### src/rtl/lvdc_consts.svh
// Constants of the supply voltage detector control block: offsets, fields, resets, timing
`ifndef LVDC_CONSTS_SVH
`define LVDC_CONSTS_SVH

// Register byte addresses on the CPU data space
`define LVDC_ADDR_W 20
`define LVDC_CTRL_ADDR 20'hfffa9
`define LVDC_LEVEL_ADDR 20'hfffaa

// Control register fields
`define LVDC_EN_BIT 7
`define LVDC_MASK_BIT 1
`define LVDC_FLAG_BIT 0
`define LVDC_CTRL_RESET 8'h00

// Level-select register fields
`define LVDC_LMODE_BIT 7
`define LVDC_LLEVEL_BIT 0
`define LVDC_LEVEL_INIT_IRQ 8'h01
`define LVDC_LEVEL_INIT_OTHER 8'h81

// Option-byte mode pair codes {hi, lo}
`define LVDC_MODE_OFF_CODE 2'h0
`define LVDC_MODE_IRQ_CODE 2'h1
`define LVDC_MODE_COMB_CODE 2'h2
`define LVDC_MODE_RST_CODE 2'h3

// Threshold settling wait, least time, rounded up to whole cycles
`define LVDC_CLK_MHZ 125
`define LVDC_SETTLE_NS 300
`define LVDC_SETTLE_CYC ((`LVDC_SETTLE_NS * `LVDC_CLK_MHZ + 999) / 1000)
`define LVDC_CNT_W 6

`endif

### src/rtl/lvdc_pkg.sv
// Types shared by the supply voltage detector control block
`default_nettype none
`include "lvdc_consts.svh"

package lvdc_pkg;

  // Sequencer states, one-hot
  typedef enum logic [2:0] {
    LVDC_ST_LOAD = 3'h1,
    LVDC_ST_HOLD = 3'h2,
    LVDC_ST_RUN = 3'h4
  } lvdc_st_t;

  // Operating mode taken from the option byte
  typedef enum logic [1:0] {
    LVDC_MODE_OFF = `LVDC_MODE_OFF_CODE,
    LVDC_MODE_IRQ = `LVDC_MODE_IRQ_CODE,
    LVDC_MODE_COMB = `LVDC_MODE_COMB_CODE,
    LVDC_MODE_RST = `LVDC_MODE_RST_CODE
  } lvdc_mode_t;

  // Whole state of the synchroniser
  typedef struct packed {
    logic meta;
    logic q;
  } lvdc_sync_t;

  // Whole state of the control block
  typedef struct packed {
    lvdc_st_t st;
    lvdc_mode_t mode;
    logic det_reset;
    logic rewrite_en;
    logic [7:0] level;
    logic below_q;
    logic [`LVDC_CNT_W-1:0] settle_cnt;
    logic irq;
    logic int_reset;
    logic [7:0] rdata;
  } lvdc_state_t;

endpackage

`default_nettype wire

### src/rtl/lvdc_sync.sv
// Two-flop synchroniser for one level arriving from outside the clock domain
`default_nettype none

module lvdc_sync (
  input wire logic core_clk,
  input wire logic async_in,
  output logic sync_out
);

  // Both stages, no reset: a reset would blank static straps for two cycles
  lvdc_pkg::lvdc_sync_t s;
  lvdc_pkg::lvdc_sync_t next_s;

  ////////////////////////////////////////////////////////////////////////////////
  // Next stage values; first stage feeds only the second
  always_comb begin
    next_s.meta = async_in;
    next_s.q = s.meta;
  end

  // Register the copy
  always_ff @(posedge core_clk) begin
    s <= next_s;
  end

  assign sync_out = s.q;

endmodule

`default_nettype wire

### src/rtl/lvdc_top.sv
// Control and status logic of the on-chip supply voltage detector
// How it works
// - Control register takes bit and byte writes
// - Reset clears control, unless detector caused it
// - Non-detector reset clears rewrite enable; level reloaded from mode
// - Bit 7 gates level writes; mask follows
// - Bit 1 reports detector output masked
// - Bit 0 set while supply below threshold and detector not off
// - Mask and flag bits ignore writes
// - Enable settable only in combined mode
// - Combined mode masks during enable and settling
// - Mode and level come from option bits
// - Interrupt mode starts disabled, level 01H
// - Interrupt mode holds reset until supply rises
// - After release, rising supply raises interrupt
//
// Strobed register access was chosen for this implementation.
`default_nettype none
`include "lvdc_consts.svh"

module lvdc_top (
  input wire logic core_clk,
  input wire logic rst,
  // Level: the reset now asserted was caused by the detector
  input wire logic reset_by_detector,
  // Raw comparator output, high while supply is below threshold
  input wire logic supply_below_raw,
  // Option-byte mode pair, static straps
  input wire logic detector_mode_opt_hi,
  input wire logic detector_mode_opt_lo,
  // Register port
  input wire logic [`LVDC_ADDR_W-1:0] bus_addr,
  input wire logic [7:0] bus_wdata,
  input wire logic [7:0] bus_wmask,
  input wire logic bus_wr,
  input wire logic bus_rd,
  output logic [7:0] bus_rdata,
  // Detector results
  output logic supply_detect_irq,
  output logic detector_internal_reset,
  output logic [7:0] detect_level_select
);

  ////////////////////////////////////////////////////////////////////////////////
  // Synchronised pin levels
  logic below_s; // Comparator after two flops
  logic opt_hi_s; // Mode bit high after two flops
  logic opt_lo_s; // Mode bit low after two flops

  // Comparator output is asynchronous to core_clk
  lvdc_sync u_sync_below (
    .core_clk(core_clk),
    .async_in(supply_below_raw),
    .sync_out(below_s)
  );

  // Option straps come from flash, another timing world
  lvdc_sync u_sync_opt_hi (
    .core_clk(core_clk),
    .async_in(detector_mode_opt_hi),
    .sync_out(opt_hi_s)
  );

  lvdc_sync u_sync_opt_lo (
    .core_clk(core_clk),
    .async_in(detector_mode_opt_lo),
    .sync_out(opt_lo_s)
  );

  ////////////////////////////////////////////////////////////////////////////////
  // State
  lvdc_pkg::lvdc_state_t s; // Registered state
  lvdc_pkg::lvdc_state_t next_s; // Next state

  // Derived status, combinational from state and bus inputs
  logic comb_mode; // Combined interrupt and reset mode active
  logic masked; // Detector output masked
  logic flag; // Supply below threshold and detector on
  logic ctrl_hit; // Access hits the control register
  logic level_hit; // Access hits the level register
  logic [7:0] new_level; // Level after a masked write
  logic [`LVDC_CNT_W-1:0] settle_load; // Settling wait in cycles

  // Wait length from the clock rate; six bits leave headroom for a faster clock
  assign settle_load = `LVDC_CNT_W'(`LVDC_SETTLE_CYC);
  assign comb_mode = (s.mode == lvdc_pkg::LVDC_MODE_COMB);
  assign ctrl_hit = (bus_addr == `LVDC_CTRL_ADDR);
  assign level_hit = (bus_addr == `LVDC_LEVEL_ADDR);

  // Mask only exists in combined mode; enable or a running wait sets it
  assign masked = comb_mode && (s.rewrite_en || (s.settle_cnt != '0));

  // Off detector never reports low supply
  assign flag = below_s && (s.mode != lvdc_pkg::LVDC_MODE_OFF);

  // Only the mode and level bits of the level register exist
  always_comb begin
    new_level = 8'h00;
    new_level[`LVDC_LMODE_BIT] = bus_wmask[`LVDC_LMODE_BIT] ? bus_wdata[`LVDC_LMODE_BIT]
                                                            : s.level[`LVDC_LMODE_BIT];
    new_level[`LVDC_LLEVEL_BIT] = bus_wmask[`LVDC_LLEVEL_BIT] ? bus_wdata[`LVDC_LLEVEL_BIT]
                                                              : s.level[`LVDC_LLEVEL_BIT];
  end

  ////////////////////////////////////////////////////////////////////////////////
  // Next state
  // Bus writes follow the sequencer, so a write wins over a running wait
  always_comb begin
    next_s = s;
    next_s.irq = 1'b0;
    next_s.rdata = 8'h00;
    // Settling wait runs down by itself
    if (s.settle_cnt != '0) begin
      next_s.settle_cnt = s.settle_cnt - `LVDC_CNT_W'(1);
    end
    if (rst) begin
      // Remember who reset us; the load step needs it
      next_s.st = lvdc_pkg::LVDC_ST_LOAD;
      next_s.det_reset = reset_by_detector;
      next_s.settle_cnt = '0;
      next_s.int_reset = 1'b0;
      // Detector reset keeps control and level as they are
      if (!reset_by_detector) begin
        // Only bit 7 of the reset value matters here
        next_s.rewrite_en = 1'(`LVDC_CTRL_RESET >> `LVDC_EN_BIT);
      end
    end else begin
      case (s.st)
        lvdc_pkg::LVDC_ST_LOAD: begin
          // Straps settled while reset was held; take mode now
          next_s.mode = lvdc_pkg::lvdc_mode_t'({opt_hi_s, opt_lo_s});
          next_s.below_q = below_s;
          if (!s.det_reset) begin
            // Fresh start: level from mode
            if ({opt_hi_s, opt_lo_s} == `LVDC_MODE_IRQ_CODE) begin
              next_s.level = `LVDC_LEVEL_INIT_IRQ;
            end else begin
              next_s.level = `LVDC_LEVEL_INIT_OTHER;
            end
          end
          // Enable cannot survive outside combined mode
          if ({opt_hi_s, opt_lo_s} != `LVDC_MODE_COMB_CODE) begin
            next_s.rewrite_en = 1'b0;
          end
          if ({opt_hi_s, opt_lo_s} == `LVDC_MODE_IRQ_CODE) begin
            // Interrupt mode: hold the internal reset first
            next_s.int_reset = 1'b1;
            next_s.st = lvdc_pkg::LVDC_ST_HOLD;
          end else begin
            next_s.st = lvdc_pkg::LVDC_ST_RUN;
          end
        end
        lvdc_pkg::LVDC_ST_HOLD: begin
          next_s.below_q = below_s;
          // Release once the supply is first above threshold; no interrupt for this
          if (!below_s) begin
            next_s.int_reset = 1'b0;
            next_s.st = lvdc_pkg::LVDC_ST_RUN;
          end
        end
        lvdc_pkg::LVDC_ST_RUN: begin
          next_s.below_q = below_s;
          case (s.mode)
            lvdc_pkg::LVDC_MODE_IRQ: begin
              // Rising supply crosses threshold
              if (s.below_q && !below_s) begin
                next_s.irq = 1'b1;
              end
            end
            lvdc_pkg::LVDC_MODE_COMB: begin
              // Falling supply raises an interrupt unless masked, then waits
              if (!s.below_q && below_s && !masked) begin
                next_s.irq = 1'b1;
                next_s.settle_cnt = settle_load;
              end
            end
            lvdc_pkg::LVDC_MODE_RST: begin
              // Reset mode: internal reset follows the comparator
              next_s.int_reset = below_s;
            end
            default: begin
              next_s.int_reset = 1'b0;
            end
          endcase
        end
        default: begin
          next_s.st = lvdc_pkg::LVDC_ST_LOAD;
        end
      endcase
      // Register writes; bit writes arrive as a one-bit mask
      if (bus_wr && ctrl_hit) begin
        // Only bit 7 is writable, and only in combined mode
        if (bus_wmask[`LVDC_EN_BIT] && comb_mode) begin
          next_s.rewrite_en = bus_wdata[`LVDC_EN_BIT];
        end
      end
      if (bus_wr && level_hit && s.rewrite_en) begin
        // Level register is locked while enable is clear
        next_s.level = new_level;
        if (comb_mode && (new_level[`LVDC_LLEVEL_BIT] != s.level[`LVDC_LLEVEL_BIT])) begin
          // New threshold needs time to settle; masked meanwhile
          next_s.settle_cnt = settle_load;
        end
      end
      // Read data stand in the next cycle only
      if (bus_rd && ctrl_hit) begin
        next_s.rdata[`LVDC_EN_BIT] = s.rewrite_en;
        next_s.rdata[`LVDC_MASK_BIT] = masked;
        next_s.rdata[`LVDC_FLAG_BIT] = flag;
      end else if (bus_rd && level_hit) begin
        next_s.rdata = s.level;
      end
    end
  end

  // Register the whole state
  always_ff @(posedge core_clk) begin
    s <= next_s;
  end

  ////////////////////////////////////////////////////////////////////////////////
  // Outputs, straight from flops
  assign bus_rdata = s.rdata;
  assign supply_detect_irq = s.irq;
  assign detector_internal_reset = s.int_reset;
  assign detect_level_select = s.level;
endmodule

`default_nettype wire

### config.mk
export PLATFORM = sky130hd
export DESIGN_NAME = lvdc_top
export DESIGN_NICKNAME = d
export VERILOG_FILES = /design/src/rtl/lvdc_pkg.sv /design/src/rtl/lvdc_sync.sv /design/src/rtl/lvdc_top.sv
export VERILOG_INCLUDE_DIRS = /design/src /design/src/rtl
export SDC_FILE = /design/constraint.sdc
export NUM_CORES = 1
export LEC_CHECK = 0
export BUFFER_PORTS_ARGS = -buffer_cell sky130_fd_sc_hd__buf_2
export CAP_MARGIN = 40
export CELL_PAD_IN_SITES_DETAIL_PLACEMENT = 0
export CELL_PAD_IN_SITES_GLOBAL_PLACEMENT = 2
export CORE_MARGIN = 5
export CORE_UTILIZATION = 25
export DETAILED_ROUTE_END_ITERATION = 8
export GPL_TIMING_DRIVEN = 0
export PLACE_DENSITY_LB_ADDON = 0.08
export SLEW_MARGIN = 20
export SYNTH_ARGS = -nofsm -noshare
export SYNTH_HDL_FRONTEND = slang
export SYNTH_HIERARCHICAL = 1
export SYNTH_SLANG_ARGS = --single-unit
### constraint.sdc
create_clock -name core_clk -period 1.6 [get_ports core_clk]
set_clock_uncertainty 0.1 [all_clocks]
set_input_delay 0.24 -clock core_clk [delete_from_list [all_inputs] [get_ports core_clk]]
set_output_delay 0.24 -clock core_clk [all_outputs]
set_load 0.05 [all_outputs]
==> run summary, run 1 <==
Static timing analysis puts the maximum clock frequency at around 630 MHz. The endpoint arrival time on the critical path came out at 1.47 ns. The final critical delay including setup and external delays is around 1.6 ns.

The core box area is slightly below 0.006 sq mm. The met1 layer usage reported by global route came out at 0.118. The synthesis-to-finish area growth is 44.4%. The summed area of non-filler cells in the final layout came out at about 0.0022 sq mm. The via count of the first global-routing pass was around 1.4k.

The number of buffers on the longest clock path came out at 2. The clock insertion delay at the later pin of the skew report is approximately 0.27 ns. The total wirelength of the detailed-routed design is 3870 um. The kind of capture point of the worst setup path is a flip-flop. The fraction of layout cells with a size suffix above 1 came out at 0.502. The count of pins over their slew limit is 0.

After synthesis, the cell types taking the most area are dfxtp_1, edfxtp_1, buf_4. The number of rows in the core area is 28. The number of buffers and inverters on the critical path came out at 1. The met2 track demand over resource in global routing came out at 0.182.

The signal on the critical path passes through buf_6 > or3b_4 > nor2_4 > o21ai_1 > a21oi_1. The max-capacitance violation count came out at 0. In this run the worst hold path is classified as primary input to flip-flop. The initial antenna violation count is 0. The routed wirelength normalized by instance count came out at about 13 um. The slowest stage of the critical path belongs to the cell or3b_4. Entering global routing, the biggest net connects 16 pins. The violation count after the first detailed-route iteration is 29. The number of synthesized register bits came out at 27.

The placed standard-cell area came out at between 0.0015 and 0.002 sq mm. The met3 routing resource usage after global routing is 0.0158. The max-slew headroom at the worst pin is 0.597. The most heavily used metal layer in global routing is met2.

The number of non-filler instances in the completed layout came out at between 300 and 400. The worst stage delay on the critical path came out at around 0.43 ns. During synthesis, Yosys emitted a total of 6 warnings.

The predominant post-synthesis flop cell is dfxtp_1. Counting instances, the worst hold path has a depth of 1. Hold timing on the final database bottoms out at a slack of 0.0599 ns. The detailed-route vias per instance came out at between 4 and 5. The flow ran to the end, and the final reports show no timing, DRC or antenna violations.

Counting every instance in the synthesized netlist gives roughly 160. The initial cell density of the core is 0.258. At the pin with the least slew margin, the transition time is 0.604 ns. The count of buffers inserted at the top-level ports came out at 38.

The die extent in x came out at around 88 um. The worst setup margin came out at 0.0210 ns. The worst-case setup slack after placement came out at -0.310 ns. The half-perimeter wire length after placement came out at between 3000 and 4000 um.

The area fraction of the dominant cell type after synthesis came out at 0.260. The leakage power came out at a little under 1 nW. The part of the cycle the worst path needs is 0.987.

The startpoint of the most critical hold path is reset_by_detector. The number of hold violations in the final report is 0. The worst reg2reg path depth came out at 5. The average footprint of a synthesized cell is around 9.7 sq um. The instance count on the critical path came out at 5. Including well taps, the total number of placed cells is 281.

The total I/O pin count is between 60 and 70. The first-pass GRT wire length is about 6000 um. The register with the most flip-flops in the layout has 14 of them. The synthesized netlist occupies a cell area of approximately 0.0015 sq mm.

The overflow left after global routing came out at 0. The tree is rooted in a clkbuf_8. The number of antenna-violating nets in the routed design came out at 0.

The number of antenna diodes in the final layout is 0. The weighted congestion at the end of routability-driven global placement came out at approximately 0.81. The ratio of total power to cell area came out at about 1200 mW/mm^2. The die covers just under 0.008 sq mm. The async set-or-reset flop fraction in the synthesized netlist came out at 0. The final setup violation count came out at 0. Yosys mapped the design onto 50 distinct sky130hd cell types. The classification of the worst setup path is flip-flop to flip-flop. The data required time of the worst path came out at between 1 and 1.5 ns. The global router's overall resource usage is 0.0998.

Setup repair after global routing could not meet its margin everywhere. The clock input transition at the sequential cells of the worst setup and hold paths came out at 0.10 ns. The TritonCTS clock tree is built. Tracing the worst setup path back leads to its startpoint at s[29]. For this run, design rule violations remaining after detail routing come to 0. The peak supply drop is around 0.48 mV. Broken down by cell family, the worst path's largest delay share belongs to simple AND/OR/NAND/NOR gates. The maximum fanout along the worst path came out at 6. The vertical die dimension came out at about 88 um. The total number of clock tree sinks came out at 27. The accumulated negative setup slack came out at 0 ns. The final-stage net count is about 280. The synthesized design contains 7 enable-type register cells. The startpoint identified for the worst register-to-register timing path is s[29]. The worst setup path is launched from a flip-flop.

For this run, the register share of the synthesized area comes to 0.397. The total clock buffers created by CTS is 3. Summed over all instances, the cell type with the most area after synthesis is dfxtp_1.

The register with the highest flop count is s. In this run the number of H-tree levels came out at 1. For this run, the detailed router's first-pass iteration total came to 4. The total via count in the routed design came out at between 1k and 1.5k.
==> synth_stat cells, drive strengths merged, types with 4 or more instances <==
cell and instances:
nand4 5, edfxtp 7, a21oi 6, nor2 13, buf 19, dfxtp 20, inv 8, nor2b 4
nand3b 4, nand2 7, a31oi 4, ha 5, o21ai 5
==> per-stage QoR <==
| step | utilization | total power [mW] |
|---|---|---|
| 2_1_floorplan | - | 1.69 |
| 3_3_place_gp | 0.313 | 1.90 |
| 3_5_place_dp | 0.313 | 1.90 |
| 4_1_cts | 0.345 | 2.51 |
| 5_1_grt | 0.373 | 2.87 |
| 6_report | 0.373 | 2.68 |
==> where the power goes <==
group	switching [mW]	leakage [nW]	internal, mW	total (mW)
combinational	0.656	0.720	0.689	1.34
sequential	0.103	0.235	0.845	0.948
clock	0.217	0.0255	0.174	0.391
total	0.976	0.980	1.71	2.68
==> layout by cell type (no fill, tap or decap), types with 2 or more instances in the layout <==
cell type / Yosys / routed
a21o_1: 2 / 2
a21oi_1: 6 / 4
a21oi_2: 0 / 2
a31oi_1: 4 / 4
and3_4: 0 / 2
and4b_1: 3 / 3
buf_2: 1 / 39
buf_4: 17 / 34
buf_6: 1 / 2
clkbuf_8: 0 / 3
conb_1: 1 / 11
dfxtp_1: 20 / 14
dfxtp_2: 0 / 6
dlygate4sd3_1: 0 / 3
edfxtp_1: 7 / 7
ha_4: 0 / 3
inv_1: 8 / 5
inv_2: 0 / 3
mux2_1: 2 / 2
mux2i_1: 3 / 3
nand2_1: 7 / 6
nand3_1: 3 / 2
nand3b_1: 4 / 4
nand4_1: 5 / 5
nor2_1: 13 / 8
nor2_2: 0 / 2
nor2_4: 0 / 3
nor2b_1: 4 / 4
nor3_1: 2 / 2
nor4_4: 1 / 2
o21ai_1: 4 / 3
xnor2_1: 3 / 3
xor2_1: 2 / 2
==> worst reg2reg max path: stages (launching register included) <==
cell	delay, ns
dfxtp_2	0.33
buf_6	0.10
or3b_4	0.43
nor2_4	0.11
o21ai_1	0.06
a21oi_1	0.16
==> layout make-up <==
class	count	area, sq um
plain buffers	20	145
clock buffers	3	41.3
clock inverters	1	5.00
fillers	637	3730
inverters	8	30.0
multi-input cells	112	921
flip-flops and latches	27	618
well taps	75	93.8
repair buffers	60	367
==> layer usage <==
layer | vias to the layer above | routed length (um)
li1 | 686 | -
met1 | 627 | 1700
met2 | 17 | 2040
met3 | 2 | 109
met4 | 0 | 21
met5 | - | 0
==> kinds of logic after synthesis <==
| family | count (synthesis) | share of synthesized area |
|---|---|---|
| compound gates | 24 | 0.103 |
| xor+xnor | 5 | 0.0285 |
| fa+ha+maj | 5 | 0.0407 |
| buf+inv | 29 | 0.118 |
| flops | 27 | 0.397 |
| mux | 5 | 0.0342 |
| other cells | 1 | 0.00244 |
| simple gates | 62 | 0.276 |
==> final timing paths <==
kind,endpoint,slack (ns)
max,detect_level_select[7],0.02
min,s[26],0.06
max reg2reg,detect_level_select[7],0.02
min reg2reg,u_sync_opt_lo/sync_out,0.23
==> repair_timing <==
| item | in CTS | in global routing |
|---|---|---|
| gates resized for setup | 16 | 22 |
| hold buffers | 3 | 0 |
| pin swaps | 12 | 16 |
| setup buffers | 8 | 11 |
| hold endpoints to repair | 3 | 0 |
| setup endpoints to repair | 11 | 11 |
(Power assumes the default switching activity.)
==> inputs of run 2 (changes only) <==
Settings changed: CORE_UTILIZATION 25 to 26, CTS_BUF_LIST set to sky130_fd_sc_hd__clkbuf_2, SETUP_SLACK_MARGIN set to 0.5, SYNTH_HIERARCHICAL 1 to unset.
==> run 2 against run 1 <==
Against the previous run:
- the run now ends with setup timing left
- final area rose by 8.2%
- clock power shrank 35%
- sequential cell count did not move
- critical path type unchanged
- highest routed layer unchanged
==> run summary, run 2 <==
The vertical die dimension came out at about 87 um. After detailed routing, the number of remaining DRC violations is 0. The number of non-filler instances in the completed layout came out at around 310. The maximum fanout along the worst path came out at 6.

The worst setup path is of the flip-flop to flip-flop kind. The core box area came out at 0.00582 sq mm. The die covers 0.00753 sq mm.

The endpoint arrival time on the critical path is roughly 1.8 ns. The share of power burned in the clock network came out at 0.094. The tree built by TritonCTS fans out to 27 sinks. Setup violations remaining at the end of the flow were counted as 4.

The number of buffers on the longest clock path came out at 2. The number of hold violations in the final report was 0. The commonest cells after synthesis are dfxtp_1, buf_4, nor2_1. Yosys mapped the design onto 51 distinct sky130hd cell types. Of the total power, combinational logic draws 0.559.

The power spent charging and discharging nets came out at 1.01 mW. Hold timing on the final database bottoms out at a slack of 0.0852 ns. Among all flip-flop cells after synthesis, the most frequent one is dfxtp_1. Of the total power, the share spent switching nets is 0.372. The routed wirelength normalized by instance count came out at approximately 13 um.

On the critical path, the stage with the largest delay is an instance of or3b_4. The first global-routing pass estimated ~6000 um of wire. The violation count after the first detailed-route iteration is 36. The clock input transition at the sequential cells of the worst setup and hold paths came out at roughly 0.25 ns. The number of synthesized register bits is 27. The share of total power dissipated in sequential elements is 0.347. The number of buffers and inverters on the critical path is 1.

The fraction of layout cells with a size suffix above 1 came out at 0.559. For this run, the register share of the synthesized area comes to 0.399. The initial antenna violation count was 0.

The nature of the critical path startpoint is a flip-flop. dfxtp_1 is the most common cell in the netlist. The total clock buffers created by CTS is 3. Each instance of the synthesized netlist takes up on average just under 10 sq um.

The summed area of non-filler cells in the final layout came out at 0.00240 sq mm. The synthesis-to-finish area growth came out at 56.9%. The number of antenna repair diodes is 0.

The async set-or-reset flop fraction in the synthesized netlist is 0. The die extent in x came out at a little under 90 um. TritonCTS built the clock tree. In the layout the commonest cells are buf_2, buf_4, buf_6, conb_1, dfxtp_2. Traced cell by cell, the critical path runs through buf_6 > or3b_4 > or2_1 > a31oi_1 > a311oi_1. In this run the power density over the cells is between 1000 and 1500 mW/mm^2. For the pin with the worst max-slew slack, the measured transition is ~0.66 ns. The overflow left after global routing came out at 0. The count of warnings emitted by yosys came out at 0.

The gate count after technology mapping is 159. The data required time of the worst path is around 1.8 ns. The worst stage delay on the critical path is between 0.4 and 0.5 ns. After detailed routing, the total wire length is slightly below 4000 um. The part of the cycle the worst path needs came out at 1.02. The count of TritonRoute iterations in the first routing pass is 4. STA classifies the critical path endpoint as a flip-flop. The placed standard-cell area is a little under 0.002 sq mm. The count of buffers inserted at the top-level ports is 38.

The synthesized design spends more area on one cell type than any other, namely dfxtp_1. The via count of the first global-routing pass was 1,275. The count of flip-flops with a built-in enable after synthesis is 7. The min-delay analysis places its worst path in the category primary input to flip-flop.

Entering global routing, the biggest net connects 16 pins. The tool flagged a number of max-cap violations equal to 0. The worst path in the final design needs a cycle of 1.63 ns, including I/O delays and setup. The level count of the clock H-tree is 1. The weighted congestion at the end of routability-driven global placement is roughly 0.76.

The area fraction of the dominant cell type after synthesis is 0.261. Clock latency on the worst-skew pair, taken at its later pin, is about 0.35 ns. The half-perimeter wire length after placement came out at between 2000 and 3000 um. The initial cell density of the core came out at 0.263.

The post-layout utilization of the core came out at 0.413. The checks that failed: setup timing. The leakage power is between 1 and 1.5 nW. Leaving out fill and tap cells, the most frequent cell in the layout is buf_2. The kind of cell with the highest combined delay along the critical path is simple AND/OR/NAND/NOR gates. The run finished, with violations left.

Timing would allow up to 612 MHz. The total via count in the routed design is between 1k and 1.5k. The number of rows in the core area came out at 28. The detailed-route vias per instance is between 4 and 5. The peak supply drop came out at about 0.6 mV.

The flip-flop count of the largest register after layout is 14. The count of pins over their slew limit came out at 0. The total I/O pin count is between 60 and 70. Cell internal power was estimated by the tool at 1.70 mW. Setup repair after global routing could not meet its margin everywhere. CTS placed an instance of clkbuf_2 at the clock tree root. At the end of the flow, the number of nets in the layout was 288.

The register with the most flip-flops in the final layout is s. Setup total negative slack on the finished layout was measured at -0.0652 ns. The global router's overall resource usage came out at 0.104. The mapped netlist covers roughly 0.0015 sq mm. Across all setup checks in the final design, the least slack found is -0.0350 ns. The worst pin sits at a relative slew slack of 0.558.

After synthesis, the cell types taking the most area are dfxtp_1, edfxtp_1, buf_4. The number of cells in the design after placement came out at around 280. The detail route stage leaves a number of antenna-violating nets equal to 0.
run 2: final timing paths:
check	startpoint	endpoint	slack (ns)	cells past startpoint
max	s[31]	detector_internal_reset	-0.03	5
min	bus_wdata[7]	detect_level_select[7]	0.09	2
max reg2reg	s[31]	detector_internal_reset	-0.03	5
min reg2reg	u_sync_below.next_s[0]	u_sync_below.sync_out	0.25	0
run 2: layout make-up:
class / count / area [sq um]
multi-input combinational: 112 / 947
inverter: 10 / 37.5
tap: 75 / 93.8
clock buffer: 3 / 15.0
fill: 613 / 3410
buffer: 20 / 179
sequential: 27 / 624
clock inverter: 1 / 5.00
timing repair buffer: 65 / 500
run 2: worst register-to-register path: cells and delay by family (launching register included):
kind | cells | cell delay [ns]
buffers and inverters | 1 | 0.12
DFF | 1 | 0.39
and+or+nand+nor | 2 | 0.70
AOI/OAI and AO/OA | 2 | 0.23
run 2: per-stage QoR:
| stage | total power, mW | setup slack [ns] |
|---|---|---|
| final | 2.71 | -0.0350 |
| after detailed placement | 2.09 | -0.237 |
| after global placement | 2.08 | -0.271 |
| after global routing | 2.89 | -0.0993 |
| after floorplan | 1.87 | -0.0725 |
| after CTS | 2.65 | -0.0211 |
run 2: cell families after synthesis:
family | synth area share
multiplexers | 0.0270
adder cells (fa/ha/maj) | 0.0408
AO/OA/AOI/OAI | 0.114
other | 0.00245
flip-flops | 0.399
AND/OR/NAND/NOR | 0.279
buffers and inverters | 0.115
XOR/XNOR | 0.0229
run 2: metal layers:
metal / part of all wire / GRT usage / up-vias / wire, um
met3: 0.028 / 0.0257 / 2 / 111
met1: 0.43 / 0.127 / 641 / 1690
li1: - / - / 704 / -
met5: 0 / 0 / - / 0
met4: 0.0063 / 0.0212 / 0 / 25
met2: 0.54 / 0.186 / 12 / 2120
run 2: repair_timing:
item / in CTS / in global routing
buffers inserted: 12 / 10
gates resized for setup: 55 / 11
gates cloned: 0 / 1
hold buffers: 4 / 0
pin swaps: 16 / 10
endpoints found under the setup margin: 28 / 29
endpoints found under the hold margin: 4 / 0
run 2: power groups by stage:
stage	registers (mW)	logic, mW	clock network [mW]
CTS	0.938	1.43	0.275
floorplan	0.955	0.911	0
detailed placement	0.948	1.14	0
global route	0.960	1.63	0.302
global placement	0.942	1.14	0
finish	0.939	1.51	0.256
==> inputs of run 3 (changes only) <==
Settings changed: CELL_PAD_IN_SITES_DETAIL_PLACEMENT 0 to unset, CELL_PAD_IN_SITES_GLOBAL_PLACEMENT 2 to unset, CORE_UTILIZATION 26 to 45.
==> run 3 against run 2 <==
Against the previous run:
- sequential cell count unchanged
- the flow still finishes with violations (setup timing)
- die area decreased by 38%
- non-clock buffer count decreased by 4
- via count increased by 4.6%
- largest cell class unchanged
- combinational power increased by 5%
- fmax decreased by 1.3%
- clock power increased by 4%
- critical path depth increased by 1
- setup slack got worse by 0.022 ns
- final cell count decreased by 11%
==> run summary, run 3 (synthesis results as in run 2) <==
The cell class contributing the biggest share of worst-path delay is simple AND/OR/NAND/NOR gates. The global router's overall resource usage is 0.169. The peak supply drop came out at 0.774 mV. The upper clock frequency limit came out at around 600 MHz. The setup slack on the worst flop-to-flop path came out at -0.06 ns. The internal power contribution is roughly 1.8 mW. The final critical delay including setup and external delays came out at 1.66 ns.

The die is 68.3 um wide. The share of power burned in the clock network is 0.096. For this block, the via count after detailed routing is between 1k and 1.5k. At the end of the flow, the number of nets in the layout was 284. Clock latency on the worst-skew pair, taken at its later pin, is 0.37 ns. The number of buffers and inverters on the critical path is 3. The nature of the critical path startpoint is a flip-flop.

The power spent charging and discharging nets came out at 1.04 mW. The total number of clock tree sinks is 27. The leakage power is between 0.9 and 1 nW.

The number of buffers on the longest clock path is 2. The initial antenna violation count is 0. The clock input transition at the sequential cells of the worst setup and hold paths is 0.26 ns. The ratio of total power to cell area came out at about 1200 mW/mm^2. The endpoint arrival time on the critical path is 1.83 ns. The first-pass GRT wire length is 6040 um. Setup repair after global routing could not meet its margin everywhere. 0 antenna diodes ended up in the layout. The number of fillers in the final layout came out at roughly 270. The data required time of the worst path is between 1.5 and 2 ns.

The amount of wire on met2 after detailed routing came out at 2070 um. The number of rows in the core area came out at 21. Port buffering added 38 buffers. The violation count after the first detailed-route iteration is 78.

The slew of the pin with the lowest slew margin came out at roughly 0.67 ns. The class of the tightest hold or removal check is primary input to flip-flop. The number of non-filler instances in the completed layout is 280. The worst register-to-register path begins at s[31].

The core box area is around 0.0033 sq mm. The detailed-route vias per instance came out at 5.08. The final reports fail on setup timing.

The full die area came out at 0.00467 sq mm. The worst register-to-register path ends at detect_level_select[7]. Routed signal wires occupy layers up through met4. The tree is rooted in a clkbuf_2. Of the total power, registers draw 0.338.

In the finished design, the share of the clock period the worst path needs comes to 1.04. TritonCTS created 3 clock buffers. The final setup violation count came out at 9.

The routed design has approximately 3800 um of wire. The run finished, with violations left. TritonCTS built the clock tree. The weighted congestion at the end of routability-driven global placement came out at slightly above 0.8. The worst reg2reg path depth came out at 6. The number of antenna-violating nets in the routed design came out at 0. Including well taps, the total number of placed cells is about 250. The switching share of total power is 0.373. The classification of the worst setup path is flip-flop to flip-flop. The DRC violation count after routing came out at 0.

The worst hold path terminates at supply_detect_irq. The share of power burned in combinational logic came out at 0.566. The startpoint of the most critical hold path is rst. The length of routed wiring on met1 came out at ~1500 um. Leaving out fill and tap cells, the most frequent cells in the layout are buf_2, buf_4, buf_6, conb_1, dfxtp_2. The maximum fanout along the worst path is 5.

The worst-path cell with the longest stage delay is or3b_4. The register with the highest flop count is s. Walking the worst path, the cells encountered are buf_6 > or3b_4 > buf_12 > nor2_4 > buf_6 > mux2_4. The flip-flop count of the largest register after layout is 14. The synthesis-to-finish area growth is 53.0%. The via count of the first global-routing pass is around 1.4k. The vertical die dimension is just under 70 um.

The count of TritonRoute iterations in the first routing pass came out at 4. The count of pins over their slew limit is 0. The worst hold path stage count is 2.

The routed wirelength normalized by instance count is around 14 um. Leaving out fill and tap cells, the most frequent cell in the layout is buf_2. The max-slew headroom at the worst pin is 0.552. The initial cell density of the core came out at 0.463. The max-capacitance violation count is 0. The most prevalent standard cell on the critical path is buf_6. The fraction of layout cells with a size suffix above 1 is 0.543.

After layout, the worst setup slack is -0.0573 ns. The total length of routed met3 wires came out at ~180 um. The maximum number of pins on one net before global-route repair came out at 16. On the worst path, the slowest cell contributes a delay of approximately 0.44 ns. The total I/O pin count came out at between 60 and 70.

CTS built an H-tree with a depth of 1. The wire-length estimate of the detail-placed layout is around 2700 um. STA classifies the critical path endpoint as a flip-flop. Setup total negative slack on the finished layout was measured at -0.258 ns. The overflow left after global routing came out at 0.

The number of hold violations in the final report is 0.
[run 3: changes by cell type in the layout (fill, tap and decap cells not counted), sizes merged]
| cell | delta |
|---|---|
| buf | -3 |
| clkbuf | -1 |
[run 3: what timing repair did]
item / in CTS / in global routing
buffers inserted: 14 / 5
gates resized for setup: 35 / 28
setup endpoints to repair: 28 / 29
endpoints found under the hold margin: 4 / 0
pin swaps: 18 / 11
hold buffers: 4 / 0
[run 3: power groups by stage]
stage	combinational [mW]	clock [mW]	sequential (mW)
2_1_floorplan	0.911	0	0.955
3_3_place_gp	1.12	0	0.936
3_5_place_dp	1.14	0	0.945
4_1_cts	1.45	0.278	0.938
5_1_grt	1.72	0.310	0.956
6_report	1.58	0.267	0.945
[run 3: worst max-delay path by stage]
stage | cells past startpoint | start | slack, ns | to
5_1_grt | 6 | s[27] | -0.13 | s[14]
3_3_place_gp | 5 | bus_addr[6] | -0.23 | detect_level_select[7]
3_5_place_dp | 5 | bus_addr[6] | -0.24 | detect_level_select[7]
2_1_floorplan | 4 | bus_addr[6] | -0.07 | detect_level_select[7]
6_report | 6 | s[31] | -0.06 | detect_level_select[7]
4_1_cts | 6 | s[27] | -0.05 | s[10]
[run 3: metal layers]
layer	global-route usage	up-vias
met5	0	-
met4	0.0546	0
met3	0.0279	7
met2	0.303	33
met1	0.203	684
li1	-	697
[run 3: worst reg2reg max path: stages (launching register included)]
cell and delay [ns]:
dfxtp_2 0.38, buf_6 0.11, or3b_4 0.44, buf_12 0.15, nor2_4 0.13, buf_6 0.11
mux2_4 0.13
[run 3: layout make-up]
cell class / instances / area, sq um / area share
multi-input cells: 112 / 935 / 0.399
flip-flops and latches: 27 / 624 / 0.266
repair buffers: 61 / 489 / 0.209
plain buffers: 20 / 180 / 0.0769
well taps: 46 / 57.6 / 0.0246
inverters: 10 / 37.5 / 0.0160
clock buffers: 3 / 15.0 / 0.00641
clock inverters: 1 / 5.00 / 0.00214
[run 3: metrics by stage]
stage / setup WS (ns) / area, sq um / power [mW] / utilization / hold slack (ns)
final: -0.0573 / 2340 / 2.79 / 0.708 / 0.0604
after global routing: -0.131 / 2340 / 2.99 / 0.708 / 0.0309
after CTS: -0.0456 / 2200 / 2.67 / 0.665 / 0.0399
after detailed placement: -0.236 / 1920 / 2.09 / 0.579 / 0.220
after global placement: -0.230 / 1920 / 2.05 / 0.579 / 0.212
after floorplan: -0.0725 / 1670 / 1.87 / - / 0.168
